`src/sam_regs.vh`:
```
// Constants for the slave address and remote bit mapper.
// Assumes inclusion by bare name from design files on a 25 MHz clock.
`ifndef SAM_REGS_VH
`define SAM_REGS_VH

// ---------------------------------------------------------------------
// Address space
// ---------------------------------------------------------------------
`define SAM_ADDR_MAX        8'hFE
`define SAM_ADDR_NOID       8'hFF
`define SAM_ADDR_RESET      8'hFF
`define SAM_ID_IN_OFFSET    10'h0200
`define SAM_WORD_LSB        4
`define SAM_BIT_W           4

// ---------------------------------------------------------------------
// Timing
// ---------------------------------------------------------------------
`define SAM_CLK_HZ          25000000
`define SAM_HOLDOFF_MS      5000
// Five seconds at the 25 MHz clock, sized to the hold-off counter
`define SAM_HOLDOFF_CYC     28'h773_5940

`endif

```
`src/sam_holdoff.v`:
```
// Power-up / bus-reset hold-off timer for parameter writes.
// Assumes busReset is already synchronous to clk_sys.
`timescale 1ns/1ps
`include "sam_regs.vh"

module sam_holdoff #(
    parameter [27:0] HOLD_CYC = `SAM_HOLDOFF_CYC
) (
    input  wire        clk_sys,
    input  wire        resetn,
    input  wire        busReset,
    output reg         holdActive_r
);
    reg [27:0] cnt_r;

    // Restarts on device reset or on a bus reset
    always @(posedge clk_sys) begin
        if (!resetn || busReset) begin
            cnt_r        <= 28'h000_0000;
            holdActive_r <= 1'b1;
        end else if (cnt_r >= HOLD_CYC - 28'h000_0001) begin
            holdActive_r <= 1'b0;
        end else begin
            cnt_r        <= cnt_r + 28'h000_0001;
            holdActive_r <= 1'b1;
        end
    end
endmodule // sam_holdoff

```
`src/sam_mapper.v`:
```
// Slave address store, identifier derivation and remote bit mapping.
// Assumes the tool link delivers decoded write/read strobes from pins.
`timescale 1ns/1ps
`include "sam_regs.vh"

module sam_mapper #(
    parameter [27:0] HOLD_CYC = `SAM_HOLDOFF_CYC
) (
    input  wire        clk_sys,
    input  wire        resetn,
    input  wire        irAddrWrite,
    input  wire [7:0]  irAddrData,
    input  wire        irAddrRead,
    input  wire        irParamWrite,
    input  wire        isInputSlave,
    input  wire [3:0]  slavePoints,
    input  wire [7:0]  nvAddr,
    input  wire        busError,
    input  wire        busReset,
    input  wire        detectStart,
    input  wire        detectDone,
    output reg  [7:0]  nvAddrWr_r,
    output reg         nvWrite_r,
    output reg  [7:0]  irAddrReadData_r,
    output reg         irAddrReadValid_r,
    output reg         irAddrReject_r,
    output reg         paramAccept_r,
    output reg         paramReject_r,
    output reg         missingIdentifierError_r,
    output reg  [9:0]  busId_r,
    output reg         outputAreaSel_r,
    output reg         inputAreaSel_r,
    output reg  [3:0]  wordIndex_r,
    output reg  [3:0]  bitIndex_r,
    output reg  [8:0]  lastBit_r,
    output reg         detectActive_r
);
    // -----------------------------------------------------------------
    // Input synchronisers
    // -----------------------------------------------------------------
    reg [10:0] sync1_r;
    reg [10:0] sync2_r;
    reg [7:0]  dataS1_r;
    reg [7:0]  dataS2_r;
    reg [3:0]  ptsS1_r;
    reg [3:0]  ptsS2_r;
    reg [10:0] prev_r;
    wire       holdActive;

    always @(posedge clk_sys) begin
        if (!resetn) begin
            sync1_r  <= 11'h000;
            sync2_r  <= 11'h000;
            dataS1_r <= 8'h00;
            dataS2_r <= 8'h00;
            ptsS1_r  <= 4'h0;
            ptsS2_r  <= 4'h0;
            prev_r   <= 11'h000;
        end else begin
            sync1_r  <= {irAddrWrite, irAddrRead, irParamWrite, isInputSlave, busError,
                         busReset, detectStart, detectDone, 3'b000};
            sync2_r  <= sync1_r;
            dataS1_r <= irAddrData;
            dataS2_r <= dataS1_r;
            ptsS1_r  <= slavePoints;
            ptsS2_r  <= ptsS1_r;
            prev_r   <= sync2_r;
        end
    end

    wire addrWrS  = sync2_r[10];
    wire addrRdS  = sync2_r[9];
    wire paramWrS = sync2_r[8];
    wire inputS   = sync2_r[7];
    wire busErrS  = sync2_r[6];
    wire busRstS  = sync2_r[5];
    wire detStS   = sync2_r[4];
    wire detDnS   = sync2_r[3];
    wire addrWrP  = addrWrS & ~prev_r[10];
    wire addrRdP  = addrRdS & ~prev_r[9];
    wire paramWrP = paramWrS & ~prev_r[8];
    wire busRstP  = busRstS & ~prev_r[5];

    // -----------------------------------------------------------------
    // Hold-off after power-on or bus reset
    // -----------------------------------------------------------------
    sam_holdoff #(
        .HOLD_CYC     (HOLD_CYC)
    ) uHold (
        .clk_sys      (clk_sys),
        .resetn       (resetn),
        .busReset     (busRstP),
        .holdActive_r (holdActive)
    );

    // -----------------------------------------------------------------
    // Helpers
    // -----------------------------------------------------------------
    function [9:0] idOf;
        input [7:0] a;
        input       isIn;
        begin
            idOf = isIn ? ({2'b00, a} + `SAM_ID_IN_OFFSET) : {2'b00, a};
        end
    endfunction

    function hasId;
        input [7:0] a;
        begin
            hasId = (a != `SAM_ADDR_NOID);
        end
    endfunction

    function [8:0] lastOf;
        input [7:0] a;
        input [3:0] n;
        begin
            lastOf = {1'b0, a} + {5'h00, n} - 9'h001;
        end
    endfunction

    // -----------------------------------------------------------------
    // Address store and tool link
    // -----------------------------------------------------------------
    reg [7:0] addr_r;
    reg       addrLoaded_r;
    wire      addrOk = (dataS2_r <= `SAM_ADDR_MAX);

    always @(posedge clk_sys) begin
        if (!resetn) begin
            addr_r            <= `SAM_ADDR_RESET;
            addrLoaded_r      <= 1'b0;
            nvAddrWr_r        <= 8'h00;
            nvWrite_r         <= 1'b0;
            irAddrReadData_r  <= 8'h00;
            irAddrReadValid_r <= 1'b0;
            irAddrReject_r    <= 1'b0;
        end else begin
            nvWrite_r         <= 1'b0;
            irAddrReadValid_r <= 1'b0;
            irAddrReject_r    <= 1'b0;
            if (!addrLoaded_r) begin
                addr_r       <= nvAddr;
                addrLoaded_r <= 1'b1;
            end else if (addrWrP) begin
                if (addrOk) begin
                    addr_r     <= dataS2_r;
                    nvAddrWr_r <= dataS2_r;
                    nvWrite_r  <= 1'b1;
                end else begin
                    irAddrReject_r <= 1'b1;
                end
            end
            if (addrRdP) begin
                irAddrReadData_r  <= addr_r;
                irAddrReadValid_r <= 1'b1;
            end
        end
    end

    // -----------------------------------------------------------------
    // Detection flag and parameter gating
    // -----------------------------------------------------------------
    always @(posedge clk_sys) begin
        if (!resetn) begin
            detectActive_r <= 1'b0;
            paramAccept_r  <= 1'b0;
            paramReject_r  <= 1'b0;
        end else begin
            if (detStS)
                detectActive_r <= 1'b1;
            else if (detDnS)
                detectActive_r <= 1'b0;
            paramAccept_r <= 1'b0;
            paramReject_r <= 1'b0;
            if (paramWrP) begin
                if (busErrS || holdActive || detectActive_r)
                    paramReject_r <= 1'b1;
                else
                    paramAccept_r <= 1'b1;
            end
        end
    end

    // -----------------------------------------------------------------
    // Identifier and remote bit mapping
    // -----------------------------------------------------------------
    always @(posedge clk_sys) begin
        if (!resetn) begin
            missingIdentifierError_r <= 1'b0;
            busId_r         <= 10'h000;
            outputAreaSel_r <= 1'b0;
            inputAreaSel_r  <= 1'b0;
            wordIndex_r     <= 4'h0;
            bitIndex_r      <= 4'h0;
            lastBit_r       <= 9'h000;
        end else begin
            missingIdentifierError_r <= !hasId(addr_r);
            busId_r         <= idOf(addr_r, inputS);
            outputAreaSel_r <= hasId(addr_r) && !inputS;
            inputAreaSel_r  <= hasId(addr_r) && inputS;
            wordIndex_r     <= addr_r[7:`SAM_WORD_LSB];
            bitIndex_r      <= addr_r[`SAM_WORD_LSB-1:0];
            lastBit_r       <= lastOf(addr_r, ptsS2_r);
        end
    end
endmodule // sam_mapper

```
`config.mk`:
```
export PLATFORM = sky130hd
export DESIGN_NAME = sam_mapper
export DESIGN_NICKNAME = d
export VERILOG_FILES = /design/src/sam_holdoff.v /design/src/sam_mapper.v
export VERILOG_INCLUDE_DIRS = /design/src /design/src/src
export SDC_FILE = /design/constraint.sdc
export NUM_CORES = 1
export LEC_CHECK = 0
export ABC_AREA = 1
export BUFFER_PORTS_ARGS = -buffer_cell sky130_fd_sc_hd__buf_2
export CAP_MARGIN = 20
export CORE_MARGIN = 4
export CORE_UTILIZATION = 40
export DETAILED_ROUTE_END_ITERATION = 6
export PLACE_DENSITY = 0.72
export SLEW_MARGIN = 20
export SYNTH_ARGS = -nofsm -noshare
export SYNTH_HDL_FRONTEND = slang
export SYNTH_SLANG_ARGS = --single-unit
```
`constraint.sdc`:
```
create_clock -name clk_sys -period 1.83 [get_ports clk_sys]
set_clock_uncertainty 0.2 [all_clocks]
set_input_delay 0.183 -clock clk_sys [delete_from_list [all_inputs] [get_ports clk_sys]]
set_output_delay 0.183 -clock clk_sys [all_outputs]
set_load 0.02 [all_outputs]
```
==> qor.txt <==
Min Hold Slack = 0.2081 ns
Combinational power share = 10.5%
Relative slew slack = 61.33%
Hold endpoint = ptsS2_r[3]
Req. time, crit path = 1.93 ns
Most numerous cell in the Yosys netlist = nand2_1
Layout area overhead = 35.19%
CTS clock-pin slew for the worst setup and hold paths = 0.05 ns
Worst-skew pair later-pin latency = 0.42 ns
Setup CP Type = flop to flop
Dominant synthesized flop cell = dfxtp_1
Antenna-violating nets left = 0
1st-iter DRT viols = 333
RR Startpoint = addr_r[1]
Max-slew violations = 0
Worst reg2reg endpoint = lastBit_r[7]
Leak = 3.495 nW
Asr flop ratio synth = 0%
Chip width = 122.7 microns
First-pass GRT wire length = 20.71 mm
Crit Path Max Fanout = 3
Final Net Count = 898
RSZ-0062 raised after global routing = true
Diode count = 0
CTS H-tree lvls = 4
Synth Net Count = 750
First-pass DRT Iterations = 4
Initial antenna violation count = 0
Num ports = 82
Vias per cell = 4.579
Ratio of cells with drive above 1 in the final layout = 25.64%
Total power = 0.007036 W
# setup viols final = 2
CTS Sinks = 125
Fin crit period = 1.871 ns
Hold Crit Class = flop to flop
Min-Delay Path Depth = 2
Clock buffer count from CTS = 17
DP HPWL = 8.701 mm
Critical Path Sink Type = flop
Max-cap violations = 0
Worst-Margin Slew = 0.5792 ns
Sequential share of power = 41.3%
Clock network fraction of design power = 48.1%
Die Ht = 122.7 microns
Fin util = 55.70%
Setup slack after layout = -0.04084 ns
Initial core utilization = 41.20%
Worst R2R Path Depth = 9
CP startpoint kind = flop
Fill count = 1,150
Commonest cells in the netlist = 215 x nand2_1, 125 x dfxtp_1, 103 x inv_1
Largest cells by area after synthesis = dfxtp_1 48%, nand2_1 15%, inv_1 7.3%, a21oi_1 4.6%, nor2_1 3.7%
Post-DP Area = 0.006065 sq mm
Violated checks = setup timing
Number of synthesized flops with an enable pin = 0
Syn_area_per_cell = 7.465 sq um
Via Count = 4,753
Final instance area = 0.007114 sq mm
Switching share of power = 24.55%
All-layer global routing usage = 17.82%
Cell internal pwr = 0.005309 W
WL/cell = 12.46 microns
Final worst path period share = 102.2%
Die ar. = 0.01506 sq mm
Netlist cell types = 36
RD Place Congestion = 0.9124
Area share of the largest cell type after synthesis = 47.55%
Clock Path Buffers = 2
# rows = 41
Critical Path AT = 1.97 ns
TritonCTS clock tree = done
P per Cell Area = 989.0 mW/mm^2
CTS root buf = clkbuf_16
Sequential share of the synthesized area = 47.55%
Switch Pwr = 0.001727 W
Synth warnings = 0
Drt drc = 0
Core area = 0.01277 sq mm
Remaining global-route overflow = 0
DRT Wirelength = 12.94 mm
Final hold vios = 0
Peak supply drop = 0.6964 mV
Seq cells post-synth = 125
Outcome = finished with violations
Synth area leader = dfxtp_1
Worst R2R Setup Slack = -0.04 ns
PortBufs = 80
Min-Delay Startpoint = ptsS1_r[3]
Synth Instances = 705
Mapped cell area = 0.005263 sq mm
Largest net degree at the start of global routing = 30
Setup TNS = -0.07684 ns
Fmax = 534.5 MHz
Vias in the first global route = 4,408
-- placed cells by master, fill, tap and decap left out, types with 2 or more instances in the layout --
| master | netlist | layout |
|---|---|---|
| dfxtp_2 | 0 | 11 |
| nand3b_1 | 8 | 8 |
| nand2_2 | 1 | 2 |
| nor2_1 | 52 | 48 |
| nand2_1 | 215 | 214 |
| clkbuf_16 | 0 | 17 |
| nor2_2 | 3 | 6 |
| nand3_2 | 0 | 3 |
| o21ai_1 | 0 | 2 |
| clkinv_2 | 0 | 5 |
| a31oi_1 | 3 | 3 |
| nor2_4 | 1 | 2 |
| buf_2 | 4 | 80 |
| a21oi_1 | 48 | 47 |
| clkinv_1 | 2 | 2 |
| nor3_1 | 4 | 4 |
| a21oi_2 | 11 | 12 |
| dlygate4sd3_1 | 0 | 29 |
| dfxtp_1 | 125 | 114 |
| clkinv_4 | 0 | 2 |
| xor2_1 | 8 | 8 |
| buf_4 | 9 | 48 |
| nor4_1 | 2 | 2 |
| inv_6 | 0 | 3 |
| inv_1 | 103 | 97 |
| ha_4 | 0 | 6 |
| o21ai_0 | 16 | 12 |
| bufinv_16 | 0 | 3 |
| nand3_1 | 32 | 29 |
| inv_2 | 6 | 12 |
| xnor2_1 | 5 | 5 |
| nand4_1 | 6 | 6 |
| a21o_1 | 2 | 2 |
| o21ai_2 | 0 | 2 |
| ha_1 | 14 | 8 |
-- final cells by class --
cell class	instances	area (sq um)	area share (%)
clock inverters	14	166.4	2.339
multi-input cells	439	2288	32.17
flip-flops and latches	125	2516	35.37
clock buffers	18	429.2	6.032
well taps	172	215.2	3.025
repair buffers	158	1071	15.05
inverters	112	427.9	6.015
-- worst max-delay path, stage by stage, from the launching register on --
cell	delay, ns
dfxtp_2	0.33
inv_2	0.05
ha_4	0.25
inv_2	0.04
ha_4	0.16
fa_2	0.35
nand4_1	0.08
nand3_1	0.09
o21ai_1	0.16
a21oi_1	0.05
-- layer usage --
layer  up-vias  global-route usage, %  wire length, microns
li1       2466                      -                     -
met1      2124                  21.39                  5721
met2       135                  30.20                  6258
met3        28                  4.470                   618
met4         0                  7.628                   338
met5         -                      0                     0
-- flip-flops by register name, summed over array words and instances (netlist names), 4 cells and up --
register          cells
dataS2_r              8
uHold.cnt_r          28
prev_r                4
sync1_r               8
irAddrReadData_r      8
ptsS1_r               4
lastBit_r             9
addr_r                8
busId_r               9
ptsS2_r               4
dataS1_r              8
nvAddrWr_r            8
sync2_r               8
-- worst max path at each step --
stage / start / end / slack, ns / depth (start not counted)
detailed placement: addr_r[3] / lastBit_r[4] / -0.06 / 9
global placement: addr_r[3] / lastBit_r[4] / -0.03 / 9
global route: addr_r[1] / lastBit_r[5] / -0.12 / 8
finish: addr_r[1] / lastBit_r[7] / -0.04 / 9
floorplan: addr_r[1] / lastBit_r[5] / -0.02 / 8
CTS: addr_r[1] / lastBit_r[5] / -0.04 / 8
-- logic make-up (layout without fill, tap and decap cells) --
group,Yosys count,in the layout,synth area share (%)
flops,125,125,47.55
simple gates,328,328,26.20
fa+ha+maj,15,15,3.709
xor+xnor,13,13,2.164
compound gates,82,82,9.035
other cells,1,1,0.07126
buf+inv,141,302,11.27
-- what timing repair did --
item | 4_1_cts | 5_1_grt
endpoints found under the hold margin | 36 | 0
endpoints found under the setup margin | 6 | 31
gates resized for setup | 6 | 29
hold buffers | 29 | 0
pin swaps | 6 | 9
setup buffers | 2 | 5
-- power by group through the flow --
stage | registers [W] | logic [W] | clock network (W)
2_1_floorplan | 0.00304 | 0.000329 | 0
3_3_place_gp | 0.00296 | 0.000630 | 0
3_5_place_dp | 0.00296 | 0.000636 | 0
4_1_cts | 0.00290 | 0.000711 | 0.00342
5_1_grt | 0.00292 | 0.000817 | 0.00359
6_report | 0.00291 | 0.000741 | 0.00339
-- metrics by stage --
stage / setup slack, ns / cells
after global placement: -0.02552 / 970
after detailed placement: -0.05903 / 970
after global routing: -0.1222 / 1038
final: -0.04084 / 1038
after CTS: -0.03881 / 1033
after floorplan: -0.02479 / 705
No activity file was read; power rests on OpenSTA's default activity.
